File: config.mk
export PLATFORM = sky130hd
export DESIGN_NAME = rwerp_policy
export DESIGN_NICKNAME = d
export VERILOG_FILES = /design/src/hw/rwerp_pkg.sv /design/src/hw/rwerp_page_regs.sv /design/src/hw/rwerp_recov_timer.sv /design/src/hw/rwerp_policy.sv
export SDC_FILE = /design/constraint.sdc
export NUM_CORES = 1
export LEC_CHECK = 0
export BUFFER_PORTS_ARGS = -buffer_cell sky130_fd_sc_hd__buf_2
export CORE_ASPECT_RATIO = 0.75
export CORE_MARGIN = 5
export CORE_UTILIZATION = 59
export DETAILED_ROUTE_END_ITERATION = 6
export PLACE_DENSITY = 0.81
export RECOVER_POWER = 50
export SKIP_CTS_REPAIR_TIMING = 1
export SLEW_MARGIN = 40
export SYNTH_ARGS = -nofsm -noshare
export SYNTH_HDL_FRONTEND = slang
export SYNTH_SLANG_ARGS = --single-unit
File: constraint.sdc
create_clock -name clock -period 4 [get_ports clock]
set_input_delay 0.6 -clock clock [delete_from_list [all_inputs] [get_ports clock]]
set_output_delay 0.6 -clock clock [all_outputs]
set_load 0.01 [all_outputs]
File: src/hw/rwerp_pkg.sv
package rwerp_pkg;

  // Page byte offsets
  localparam logic [3:0] RWERP_OFS_HDR    = 4'h0;
  localparam logic [3:0] RWERP_OFS_LEN    = 4'h1;
  localparam logic [3:0] RWERP_OFS_FLAGS  = 4'h2;
  localparam logic [3:0] RWERP_OFS_RRETRY = 4'h3;
  localparam logic [3:0] RWERP_OFS_WRETRY = 4'h8;
  localparam logic [3:0] RWERP_OFS_TLIM_H = 4'hA;
  localparam logic [3:0] RWERP_OFS_TLIM_L = 4'hB;

  // Flag byte bit positions, plus the PS bit of the header byte
  localparam int RWERP_BIT_WR_REALLOC = 7;
  localparam int RWERP_BIT_RD_REALLOC = 6;
  localparam int RWERP_BIT_XFER_UNREC = 5;
  localparam int RWERP_BIT_CONT_READ  = 4;
  localparam int RWERP_BIT_POST_ERR   = 2;
  localparam int RWERP_BIT_TERM_ERR   = 1;
  localparam int RWERP_BIT_PS         = 7;

  // Fixed and reset values
  localparam logic [5:0]  RWERP_PAGE_CODE   = 6'h01;
  localparam logic [7:0]  RWERP_PAGE_LEN    = 8'h0A;
  localparam logic [7:0]  RWERP_FLAGS_RST   = 8'hC0;
  localparam logic [7:0]  RWERP_FLAGS_WMASK = 8'hF6;
  localparam logic [7:0]  RWERP_RRETRY_RST  = 8'h01;
  localparam logic [7:0]  RWERP_WRETRY_RST  = 8'h01;
  localparam logic [15:0] RWERP_TLIM_RST    = 16'h0000;
  localparam logic [7:0]  RWERP_DEF_PASSES  = 8'h10;

  // Timing
  localparam int          RWERP_CLK_HZ      = 125000000;
  localparam int          RWERP_TICK_MS     = 50;
  localparam int          RWERP_TICK_CYCLES = RWERP_CLK_HZ / 1000 * RWERP_TICK_MS;
  localparam logic [16:0] RWERP_TICK_STEP   = 17'(RWERP_TICK_MS);

  // Sense keys
  localparam logic [3:0] RWERP_SENSE_NONE = 4'h0;
  localparam logic [3:0] RWERP_SENSE_RCVD = 4'h1;
  localparam logic [3:0] RWERP_SENSE_MED  = 4'h3;

  typedef enum logic [1:0] {
    RWERP_RES_OK   = 2'b00,
    RWERP_RES_RCVD = 2'b01,
    RWERP_RES_FAIL = 2'b10
  } rwerp_result_type;

  typedef enum logic [1:0] {
    RWERP_ST_IDLE  = 2'b00,
    RWERP_ST_XFER  = 2'b01,
    RWERP_ST_RECOV = 2'b10,
    RWERP_ST_STAT  = 2'b11
  } rwerp_state_type;

endpackage : rwerp_pkg

File: src/hw/rwerp_page_regs.sv
`timescale 1ns/1ps
module rwerp_page_regs import rwerp_pkg::*; #(
  parameter logic PS_VALUE = 1'b0
) (
  input  wire logic        clock,
  input  wire logic        reset,
  input  wire logic        wr,
  input  wire logic        rd,
  input  wire logic [3:0]  addr,
  input  wire logic [7:0]  wdata,
  output logic      [7:0]  rdata,
  output logic             wr_ack,
  output logic      [7:0]  flags,
  output logic      [7:0]  rd_retry,
  output logic      [7:0]  wr_retry,
  output logic      [15:0] time_limit
);

  logic [7:0]  flags_ff;
  logic [7:0]  rretry_ff;
  logic [7:0]  wretry_ff;
  logic [15:0] tlim_ff;
  logic [7:0]  rdata_ff;
  logic        ack_ff;
  logic [7:0]  nxt_rdata;

  // Read-only and reserved bytes take the write silently
  always_ff @(posedge clock) begin
    if (reset) begin
      flags_ff  <= RWERP_FLAGS_RST;
      rretry_ff <= RWERP_RRETRY_RST;
      wretry_ff <= RWERP_WRETRY_RST;
      tlim_ff   <= RWERP_TLIM_RST;
    end else if (wr) begin
      case (addr)
        RWERP_OFS_FLAGS:  flags_ff      <= wdata & RWERP_FLAGS_WMASK;
        RWERP_OFS_RRETRY: rretry_ff     <= wdata;
        RWERP_OFS_WRETRY: wretry_ff     <= wdata;
        RWERP_OFS_TLIM_H: tlim_ff[15:8] <= wdata;
        RWERP_OFS_TLIM_L: tlim_ff[7:0]  <= wdata;
        default: ;
      endcase
    end
  end

  // Every byte write completes, legal flag mix or not
  always_ff @(posedge clock) begin
    if (reset) begin
      ack_ff <= 1'b0;
    end else begin
      ack_ff <= wr;
    end
  end

  always_comb begin
    nxt_rdata = 8'h00;
    case (addr)
      RWERP_OFS_HDR:    nxt_rdata = {PS_VALUE, 1'b0, RWERP_PAGE_CODE};
      RWERP_OFS_LEN:    nxt_rdata = RWERP_PAGE_LEN;
      RWERP_OFS_FLAGS:  nxt_rdata = flags_ff;
      RWERP_OFS_RRETRY: nxt_rdata = rretry_ff;
      RWERP_OFS_WRETRY: nxt_rdata = wretry_ff;
      RWERP_OFS_TLIM_H: nxt_rdata = tlim_ff[15:8];
      RWERP_OFS_TLIM_L: nxt_rdata = tlim_ff[7:0];
      default:          nxt_rdata = 8'h00;
    endcase
  end

  always_ff @(posedge clock) begin
    if (reset) begin
      rdata_ff <= 8'h00;
    end else if (rd) begin
      rdata_ff <= nxt_rdata;
    end
  end

  assign rdata      = rdata_ff;
  assign wr_ack     = ack_ff;
  assign flags      = flags_ff;
  assign rd_retry   = rretry_ff;
  assign wr_retry   = wretry_ff;
  assign time_limit = tlim_ff;

endmodule : rwerp_page_regs

File: src/hw/rwerp_recov_timer.sv
`timescale 1ns/1ps
module rwerp_recov_timer import rwerp_pkg::*; #(
  parameter int TICK_CYCLES = RWERP_TICK_CYCLES
) (
  input  wire logic        clock,
  input  wire logic        reset,
  input  wire logic        run,
  input  wire logic [15:0] limit_ms,
  output logic             expired
);

  localparam int DW = $clog2(TICK_CYCLES + 1);
  localparam logic [DW-1:0] DIV_LAST = DW'(TICK_CYCLES - 1);

  logic [DW-1:0] div_ff;
  logic          tick;
  logic [16:0]   elapsed_ff;
  logic          expired_ff;

  assign tick = run && (div_ff == DIV_LAST);

  // Divider restarts with each recovery, so every block gets a fresh budget
  always_ff @(posedge clock) begin
    if (reset || !run || tick) begin
      div_ff <= '0;
    end else begin
      div_ff <= div_ff + 1'b1;
    end
  end

  // Coarse step: expiry only seen on a tick boundary
  always_ff @(posedge clock) begin
    if (reset || !run) begin
      elapsed_ff <= '0;
    end else if (tick && !elapsed_ff[16]) begin
      elapsed_ff <= elapsed_ff + RWERP_TICK_STEP;
    end
  end

  // Zero limit never expires
  always_ff @(posedge clock) begin
    if (reset) begin
      expired_ff <= 1'b0;
    end else begin
      expired_ff <= run && (limit_ms != 16'h0000) && (elapsed_ff >= {1'b0, limit_ms});
    end
  end

  assign expired = expired_ff;

endmodule : rwerp_recov_timer

File: src/hw/rwerp_policy.sv
// Overview of operation
// - Write reallocation flag set: defective blocks reallocated during writes.
// - Read reallocation flag set: defective blocks reallocated during reads.
// - Transfer-unrecovered set: failing block sent before check condition; else withheld.
// - Blocks recovered within limits are always transferred.
// - Continuous read delivers full length without recovery pauses, pseudo data allowed.
// - Continuous read overrides post-error, terminate, correction and transfer flags.
// - Continuous read applies to read commands only.
// - Continuous read disables data-field detection; servo errors still recovered.
// - Post-error set: recovered errors reported to the initiator.
// - Terminate-on-error set: transfer halts at first recovered error.
// - Read retry count limits read recovery passes; zero disables read recovery.
// - AV retry mode off: any nonzero count enables all steps; on: count is maximum.
// - Write retry count limits write recovery passes; zero disables write recovery.
// - Recovery time limit in 1 ms units, host programs 40 to 65535.
// - Timer steps 50 ms; unrecovered within limit gives check condition.
// - Time limit ignored for writes with write cache on; zero disables timer.
// - Illegal flag mix accepted silently; later error behaviour undefined.
// - Post-error and terminate clear: retries, recovered data sent, no final check.
// - All three clear: soft errors do not end transfer; full length sent.
// - All three clear: hard error stops, block withheld, check condition follows.
// - Only transfer-unrecovered set: hard error stops after block sent, then check.
`timescale 1ns/1ps
module rwerp_policy import rwerp_pkg::*; #(
  parameter int         TICK_CYCLES = RWERP_TICK_CYCLES,
  parameter logic [7:0] DEF_PASSES  = RWERP_DEF_PASSES,
  parameter logic       PS_VALUE    = 1'b0
) (
  input  wire logic        clock,
  input  wire logic        reset,
  input  wire logic        page_wr,
  input  wire logic        page_rd,
  input  wire logic [3:0]  page_addr,
  input  wire logic [7:0]  page_wdata,
  output logic      [7:0]  page_rdata,
  output logic             page_wr_ack,
  input  wire logic        write_cache_enable,
  input  wire logic        av_retry_mode,
  input  wire logic        cmd_start,
  input  wire logic        cmd_read,
  input  wire logic [31:0] cmd_lba,
  input  wire logic [15:0] cmd_blocks,
  input  wire logic        blk_done,
  input  wire logic [1:0]  blk_result,
  input  wire logic        blk_servo,
  output logic             blk_send,
  output logic             blk_pseudo,
  output logic             realloc_req,
  output logic             pass_grant,
  output logic             data_detect_en,
  output logic             cmd_busy,
  output logic             cmd_done,
  output logic             check_cond,
  output logic      [3:0]  sense_key,
  output logic      [31:0] sense_info
);

  logic [7:0]      flags;
  logic [7:0]      rd_retry;
  logic [7:0]      wr_retry;
  logic [15:0]     time_limit;
  logic            expired;

  rwerp_state_type state_ff;
  rwerp_state_type nxt_state;
  logic            is_read_ff;
  logic [15:0]     remain_ff;
  logic [31:0]     lba_ff;
  logic [7:0]      passes_ff;
  logic            soft_seen_ff;
  logic [31:0]     soft_lba_ff;

  logic            send_ff;
  logic            pseudo_ff;
  logic            realloc_ff;
  logic            grant_ff;
  logic            detect_ff;
  logic            busy_ff;
  logic            done_ff;
  logic            check_ff;
  logic [3:0]      sense_ff;
  logic [31:0]     info_ff;

  logic            rc_eff;
  logic            per_eff;
  logic            dte_eff;
  logic            tb_eff;
  logic [7:0]      retry_lim;
  logic [7:0]      max_passes;
  logic            realloc_en;
  logic            timer_run;
  logic            last_blk;
  logic            in_xfer;
  logic            in_recov;
  logic            ok_evt;
  logic            soft_evt;
  logic            hard_evt;
  logic            pseudo_evt;
  logic            retry_evt;
  logic            adv_evt;
  logic            stop_evt;
  logic            end_evt;
  logic            accept;

  // Continuous read only ever applies to reads
  function automatic logic cont_read_on(input logic [7:0] flg, input logic rd_cmd);
    return flg[RWERP_BIT_CONT_READ] && rd_cmd;
  endfunction : cont_read_on

  rwerp_page_regs #(
    .PS_VALUE (PS_VALUE)
  ) u_page (
    .clock      (clock),
    .reset      (reset),
    .wr         (page_wr),
    .rd         (page_rd),
    .addr       (page_addr),
    .wdata      (page_wdata),
    .rdata      (page_rdata),
    .wr_ack     (page_wr_ack),
    .flags      (flags),
    .rd_retry   (rd_retry),
    .wr_retry   (wr_retry),
    .time_limit (time_limit)
  );

  rwerp_recov_timer #(
    .TICK_CYCLES (TICK_CYCLES)
  ) u_timer (
    .clock    (clock),
    .reset    (reset),
    .run      (timer_run),
    .limit_ms (time_limit),
    .expired  (expired)
  );

  // Effective policy for the command in flight
  always_comb begin
    rc_eff     = cont_read_on(flags, is_read_ff);
    per_eff    = flags[RWERP_BIT_POST_ERR] && !rc_eff;
    dte_eff    = flags[RWERP_BIT_TERM_ERR] && !rc_eff;
    tb_eff     = flags[RWERP_BIT_XFER_UNREC] && !rc_eff;
    retry_lim  = is_read_ff ? rd_retry : wr_retry;
    max_passes = (is_read_ff && !av_retry_mode) ? DEF_PASSES : retry_lim;
    realloc_en = is_read_ff ? flags[RWERP_BIT_RD_REALLOC]
                            : flags[RWERP_BIT_WR_REALLOC];
    timer_run  = (state_ff == RWERP_ST_RECOV) && !(!is_read_ff && write_cache_enable);
    last_blk   = (remain_ff == 16'h0001);
    in_xfer    = (state_ff == RWERP_ST_XFER);
    in_recov   = (state_ff == RWERP_ST_RECOV);
    accept     = (state_ff == RWERP_ST_IDLE) && cmd_start;
  end

  // Classify each block outcome
  always_comb begin
    ok_evt     = 1'b0;
    soft_evt   = 1'b0;
    hard_evt   = 1'b0;
    pseudo_evt = 1'b0;
    retry_evt  = 1'b0;
    if (in_xfer && blk_done) begin
      case (blk_result)
        RWERP_RES_OK:   ok_evt = 1'b1;
        RWERP_RES_RCVD: soft_evt = 1'b1;
        RWERP_RES_FAIL: begin
          if (rc_eff && !blk_servo) begin
            pseudo_evt = 1'b1;
          end else if (retry_lim == 8'h00) begin
            hard_evt = 1'b1;
          end else begin
            retry_evt = 1'b1;
          end
        end
        default:        hard_evt = 1'b1;
      endcase
    end else if (in_recov && blk_done) begin
      if (blk_result == RWERP_RES_OK || blk_result == RWERP_RES_RCVD) begin
        soft_evt = 1'b1;
      end else if (passes_ff >= max_passes) begin
        hard_evt = 1'b1;
      end else begin
        retry_evt = 1'b1;
      end
    end else if (in_recov && expired) begin
      hard_evt = 1'b1;
    end
    adv_evt  = ok_evt || soft_evt || pseudo_evt;
    stop_evt = hard_evt || (soft_evt && dte_eff);
    end_evt  = stop_evt || (adv_evt && last_blk);
  end

  always_comb begin
    nxt_state = state_ff;
    case (state_ff)
      RWERP_ST_IDLE: begin
        if (cmd_start) begin
          nxt_state = (cmd_blocks == 16'h0000) ? RWERP_ST_STAT : RWERP_ST_XFER;
        end
      end
      RWERP_ST_XFER: begin
        if (end_evt) begin
          nxt_state = RWERP_ST_STAT;
        end else if (retry_evt) begin
          nxt_state = RWERP_ST_RECOV;
        end
      end
      RWERP_ST_RECOV: begin
        if (end_evt) begin
          nxt_state = RWERP_ST_STAT;
        end else if (soft_evt) begin
          nxt_state = RWERP_ST_XFER;
        end
      end
      RWERP_ST_STAT: nxt_state = RWERP_ST_IDLE;
      default:       nxt_state = RWERP_ST_IDLE;
    endcase
  end

  always_ff @(posedge clock) begin
    if (reset) begin
      state_ff <= RWERP_ST_IDLE;
    end else begin
      state_ff <= nxt_state;
    end
  end

  // Command context
  always_ff @(posedge clock) begin
    if (reset) begin
      is_read_ff <= 1'b0;
      remain_ff  <= 16'h0000;
      lba_ff     <= 32'h0000_0000;
    end else if (accept) begin
      is_read_ff <= cmd_read;
      remain_ff  <= cmd_blocks;
      lba_ff     <= cmd_lba;
    end else if (adv_evt) begin
      remain_ff  <= remain_ff - 16'h0001;
      lba_ff     <= lba_ff + 32'h0000_0001;
    end
  end

  // Recovery passes granted for the current block
  always_ff @(posedge clock) begin
    if (reset) begin
      passes_ff <= 8'h00;
    end else if (in_xfer && retry_evt) begin
      passes_ff <= 8'h01;
    end else if (retry_evt && passes_ff != 8'hFF) begin
      passes_ff <= passes_ff + 8'h01;
    end
  end

  // Last recovered block, for the deferred report
  always_ff @(posedge clock) begin
    if (reset) begin
      soft_seen_ff <= 1'b0;
      soft_lba_ff  <= 32'h0000_0000;
    end else if (accept) begin
      soft_seen_ff <= 1'b0;
    end else if (soft_evt) begin
      soft_seen_ff <= 1'b1;
      soft_lba_ff  <= lba_ff;
    end
  end

  // Per-block strobes toward the transfer engine
  always_ff @(posedge clock) begin
    if (reset) begin
      send_ff    <= 1'b0;
      pseudo_ff  <= 1'b0;
      realloc_ff <= 1'b0;
      grant_ff   <= 1'b0;
    end else begin
      send_ff    <= adv_evt || (hard_evt && tb_eff);
      pseudo_ff  <= pseudo_evt;
      realloc_ff <= soft_evt && realloc_en;
      grant_ff   <= retry_evt;
    end
  end

  // Data-field checking off for the whole continuous read, status cycle
  // included; taken from the incoming command so no stale mode leaks in
  always_ff @(posedge clock) begin
    if (reset) begin
      detect_ff <= 1'b1;
    end else if (accept) begin
      detect_ff <= !(cont_read_on(flags, cmd_read) && (cmd_blocks != 16'h0000));
    end else begin
      detect_ff <= !((nxt_state != RWERP_ST_IDLE) && rc_eff);
    end
  end

  always_ff @(posedge clock) begin
    if (reset) begin
      busy_ff   <= 1'b0;
      done_ff   <= 1'b0;
    end else begin
      busy_ff   <= (nxt_state != RWERP_ST_IDLE);
      done_ff   <= (state_ff == RWERP_ST_STAT);
    end
  end

  // Final status, held until the next command; mixing terminate without
  // post-error is not trapped, the bits are simply obeyed
  always_ff @(posedge clock) begin
    if (reset) begin
      check_ff <= 1'b0;
      sense_ff <= RWERP_SENSE_NONE;
      info_ff  <= 32'h0000_0000;
    end else if (accept) begin
      check_ff <= 1'b0;
      sense_ff <= RWERP_SENSE_NONE;
      info_ff  <= 32'h0000_0000;
    end else if (hard_evt) begin
      check_ff <= 1'b1;
      sense_ff <= RWERP_SENSE_MED;
      info_ff  <= lba_ff;
    end else if (soft_evt && dte_eff) begin
      check_ff <= 1'b1;
      sense_ff <= RWERP_SENSE_RCVD;
      info_ff  <= lba_ff;
    end else if (adv_evt && last_blk && per_eff && (soft_seen_ff || soft_evt)) begin
      check_ff <= 1'b1;
      sense_ff <= RWERP_SENSE_RCVD;
      info_ff  <= soft_evt ? lba_ff : soft_lba_ff;
    end
  end

  assign blk_send       = send_ff;
  assign blk_pseudo     = pseudo_ff;
  assign realloc_req    = realloc_ff;
  assign pass_grant     = grant_ff;
  assign data_detect_en = detect_ff;
  assign cmd_busy       = busy_ff;
  assign cmd_done       = done_ff;
  assign check_cond     = check_ff;
  assign sense_key      = sense_ff;
  assign sense_info     = info_ff;

endmodule : rwerp_policy

; ---- After elaboration in Yosys (flattened, before gate mapping)
; Index checks and enable logic that the tools add are counted.
[classes]
add_sub_neg = 5
order_cmp = 2
eq_ne = 14
muxes = 52
n_reduce_logical = 64
[op_table]
columns = cell, count
row1 = $mux W32, 6
row2 = $pmux W8 S7, 1
row3 = $add A32 B1 Y32 const B, 1
row4 = $mux W16, 2
row5 = $reduce_bool A16 Y1, 2
row6 = $mux W1, 30
row7 = $logic_and A1 B1 Y1, 27
row8 = $add A23 B1 Y23 const B, 1
row9 = $eq A23 B23 Y1 const B, 1
row10 = $mux W2, 9
row11 = $add A17 B6 Y17 const B, 1
row12 = $ge A17 B16 Y1, 1
row13 = $eq A16 B1 Y1 const B, 1
row14 = $logic_not A16 Y1, 1
row15 = $mux W8, 2
row16 = $sub A16 B1 Y16 const B, 1
row17 = $eq A4 B4 Y1 const B, 3
row18 = $reduce_and A2 Y1, 5
row19 = $logic_not A1 Y1, 9
row20 = $logic_or A1 B1 Y1, 9
row21 = $add A8 B1 Y8 const B, 1
row22 = $eq A4 B2 Y1 const B, 2
row23 = $ge A8 B8 Y1, 1
row24 = $logic_not A8 Y1, 1
row25 = other kinds (11), 19
[totals]
ff_bits = 222
output_inout_bits = 53
word_cells = 165

; ---- Depth between registers and ports, before layout
[depth]
ltp_word = 16
ltp_mapped = 14
mapped_depth_nobuf = 10

; ---- By module
; From an unflattened synthesis, not the netlist that was laid out.
[unflattened]
cells_unflattened = 1357
hier_area_um2 = 11405.9
[by_module_without_submodules]
columns = mod, instances, cells_each, area_each_um2, seq_area_each_um2
row1 = rwerp_policy, 1, 857, 7083.0, 2662.6
row2 = rwerp_recov_timer, 1, 272, 2245.9, 800.8
row3 = rwerp_page_regs, 1, 228, 2077.0, 940.9

; ---- Worst setup path before layout
; OpenSTA, ideal clock, no wires.
[synth_timing]
path_kind = register to register
from = register is_read_ff
to = register info_ff[10] (netlist: sense_info[10])
arrival_time_ns = 3.042
path_slack_ns = 0.825
stages_incl_launch_ff = 14
path_buffers = 3
synth_period_minus_slack_ns = 3.175
cell_sequence = dfxtp_1 -> clkbuf_1 -> clkbuf_1 -> nand3_1 -> o21ai_0 -> ha_1 -> nand2b_1 -> a2111oi_0 -> o31ai_1 -> o22ai_1 -> nand2_1 -> buf_2 -> mux2i_1 -> a21oi_1
[synth_between]
elab_chain_cells = 10
word_cells_on_any_way = 28
cone_classes = order compare: 1 / mux: 14 / reduce/logical: 13
[synth_lines]
columns = element, line_no
row1 = start: declaration, rwerp_policy.sv:66  ; logic is_read_ff;
row2 = start signal: assignment, rwerp_policy.sv:234  ; is_read_ff <= cmd_read;
row3 = "parallel branches: the longest is 10 deep, another holds $ge A8 B8 Y1", n/a
row4 = end signal: assignment, rwerp_policy.sv:318  ; info_ff <= lba_ff;
row5 = end signal: assignment, rwerp_policy.sv:322  ; info_ff <= lba_ff;
row6 = end signal: assignment, rwerp_policy.sv:326  ; info_ff <= soft_evt ? lba_ff : soft_lba_ff;
row7 = end: declaration, rwerp_policy.sv:82  ; logic [31:0] info_ff;
; Parallel ways; which one is timed is not known.
; A chain may end at the register's enable or synchronous reset.

; ---- Worst setup path after layout
[layout_timing]
from = register is_read_ff
to = register info_ff[28] (netlist: sense_info[28])
; The elaborated chain is that of the path after synthesis.

==> results_dict.tcl <==
set metrics [dict create \
    netlist_top_cells_area "dfxtp_1, a21oi_1, nand2_1, nor2_1, mux2i_1" \
    seqPwrFrac_pct 48.4 \
    grt_usage_pct 26.6 \
    grt_overflow 0 \
    yosysTopAreaCell "dfxtp_1" \
    coreArea_sq_um 17600 \
    path_clk_slew_ns 0.06 \
    drtAntennaViolNets 0 \
    drive_above_1_share_pct 9.34 \
    critical_path_class "reg -> reg" \
    avgSynthCellArea_sq_um 8.10 \
    setup_viol 0 \
    dpl_worst_slack_ns 0.536 \
    relSlewSlack_pct 0.937 \
    start_kind "flop" \
    vias_per_cell 6.11 \
    num_vias 10100 \
    fin_crit_ns 3.44 \
    clock_latency_ns 0.50 \
    pwr_density_cell_nw_per_um2 409 \
    critPathMaxFanout 32 \
    synth-edff-count 0 \
    cts_tree "built" \
    gp_congestion 0.929 \
    synth_ff_type "dfxtp_1" \
    skew_ns 0.00810 \
    start_util_pct 60.1 \
    peakVddDrop_v 0.000275 \
    wl_per_cell_um 17.6 \
    htreeDepth 1 \
    die_h_um 126 \
    internal-power_w 0.00362 \
    clkPwrFrac_pct 41.2 \
    synthCells 1306 \
    end_kind "flop" \
    maxCapViolCount 0 \
    grt_pass1_wl_um 46000 \
    p_leak_nw 4.30 \
    die_w_um 165 \
    report.final.slew_viol_count 0 \
    synth.ff_latch_count 220 \
    first_iter_violations 1102 \
    post-route-period-util_pct 86.0 \
    power_frac_comb_pct 10.4 \
    pin_count 125 \
    grt_antenna_before_repair 1 \
    grt_setup_unrepaired "false" \
    synth.distinct_cells 67 \
    power_w 0.00487 \
    cpMaxStageDelayCell "dfxtp_1" \
    cts_buffers 22 \
    wirelength_um 28900 \
    slowest_delay_ns 0.67 \
    die_area_sq_um 20700 \
    setup_tns_ns 0 \
    cp_num_buf_inv 1 \
    path_cells "nand3_1 > o21ai_0 > ha_1 > nand2b_1 > a2111oi_0 > o31ai_1 > o22ai_1 > nand2_2 > buf_4 > mux2i_1 > a21oi_1" \
    syn_area_sq_um 10600 \
    syn_to_final_growth_pct 12.7 \
    fin_ws_ns 0.559 \
    async_flop_share_pct 0 \
    path_delay_family "compound AO/OA/AOI/OAI gates" \
    finalNonFillerCells 1645 \
    synth_top_area_share_pct 41.7 \
    first_pass_iters 5 \
    fin_hold_ws_ns 0.335 \
    grt_pass1_vias 8876 \
    grt_max_degree 74 \
    max_freq_mhz 291 \
    sw_frac_of_total_pct 25.6 \
    power_switching_w 0.00125 \
    cts-root-buf "clkbuf_16" \
    arrival_ns 3.80 \
    drc 0 \
    dpl.cell_count 1606 \
    hold_violations 0 \
    hold_path.class "in -> reg" \
    clock-sinks 220 \
    cp.required_ns 4.36 \
    ys_seq_area_share_pct 41.7 \
    worst_pin_slew_ns 1.49 \
    status "complete, no violations" \
    cts_buffer_depth 3 \
    hpwl_um 19900 \
    place.port_buffers 122 \
    fin_nets 1489 \
    fillers 1513 \
    rows 42 \
    yosys_warnings 0 \
]
per-layer routing:
layer  up-vias  GRT usage, %  share of wire [%]
met3        49          4.96                9.5
met5         -             0                  0
met2       439          37.3                 42
li1       4831             -                  -
met1      4740          41.8                 47
met4         0          6.60                2.1
flip-flops by register name, indices dropped and copies added (netlist names), 16 cells and up:
name                count
lba_ff                 32
sense_info             32
soft_lba_ff            32
u_timer.div_ff         23
remain_ff              16
u_page.time_limit      16
u_timer.elapsed_ff     16
cell usage after synthesis, drive strengths merged, types with 22 or more instances:
cell type and n:
nand2 172, a21oi 142, nand3 45, ha 29, nand4 24, nor4 22, mux2i 50, dfxtp 220
clkbuf 67, inv 28, xor2 22, o21ai 81, nor2 144
worst register-to-register path, delay by kind of cell (launching register included):
kind                       cells  cell delay, ns
buffers and inverters          1            0.34
and+or+nand+nor                3            0.35
AOI/OAI and AO/OA              5            1.44
muxes                          1            0.28
DFF                            1            0.67
adders and majority gates      1            0.25
cell type report:
type	instances	area (sq um)	area share, %
antenna	1	2.50	0.0210
clock buffer	34	647	5.43
clock inverter	4	45.0	0.378
inverter	29	109	0.914
multi-input combinational	979	5760	48.3
sequential	220	4400	37.0
tap	242	303	2.54
timing repair buffer	136	646	5.42
logic make-up (layout without fill, tap and decap cells):
family / Yosys count / in the layout / synth area share (%)
simple gates: 525 / 525 / 23.8
fa+ha+maj: 29 / 29 / 3.43
flops: 220 / 220 / 41.7
buf+inv: 108 / 203 / 4.02
compound gates: 332 / 332 / 18.7
mux: 52 / 52 / 5.05
other cells: 1 / 3 / 0.0355
xor+xnor: 39 / 39 / 3.23
power by group through the flow:
| stage | combinational [W] | sequential, W | clock (W) |
|---|---|---|---|
| after floorplan | 0.000345 | 0.00238 | 0 |
| after global placement | 0.000493 | 0.00240 | 0 |
| after detailed placement | 0.000502 | 0.00240 | 0 |
| after CTS | 0.000506 | 0.00235 | 0.00203 |
| after global routing | 0.000558 | 0.00237 | 0.00213 |
| final | 0.000506 | 0.00236 | 0.00201 |
final timing paths:
kind | slack (ns) | startpoint | depth (start not counted) | end
worst max-delay path | 0.56 | is_read_ff | 11 | sense_info[28]
worst min register to register | 0.44 | u_timer.div_ff[0] | 1 | u_timer.div_ff[0]
worst max register to register | 0.56 | is_read_ff | 11 | sense_info[28]
worst min-delay path | 0.34 | cmd_lba[15] | 3 | lba_ff[15]
placed cells by master, fill, tap and decap left out, drive strengths merged, types with 3 or more instances in the layout:
cell type / count
a211o: 5
a211oi: 10
a21boi: 3
a21o: 7
a21oi: 142
a221oi: 9
a222oi: 13
a22oi: 14
a31oi: 16
a32oi: 3
and2: 6
and3: 14
and4: 7
buf: 81
clkbuf: 89
clkinv: 4
dfxtp: 220
ha: 29
inv: 28
mux2i: 50
nand2: 172
nand2b: 9
nand3: 45
nand3b: 8
nand4: 24
nor2: 144
nor2b: 21
nor3: 21
nor4: 22
o211ai: 6
o21a: 6
o21ai: 81
o22ai: 3
or2: 5
or3: 10
or4: 7
or4b: 4
xnor2: 17
xor2: 22
metrics by stage:
stage	area (sq um)	util, %
3_3_place_gp	11300	64.1
2_1_floorplan	10600	-
5_1_grt	11900	67.7
4_1_cts	12000	68.1
3_5_place_dp	11300	64.2
6_report	11900	67.7
No activity file was read; power rests on OpenSTA's default activity.
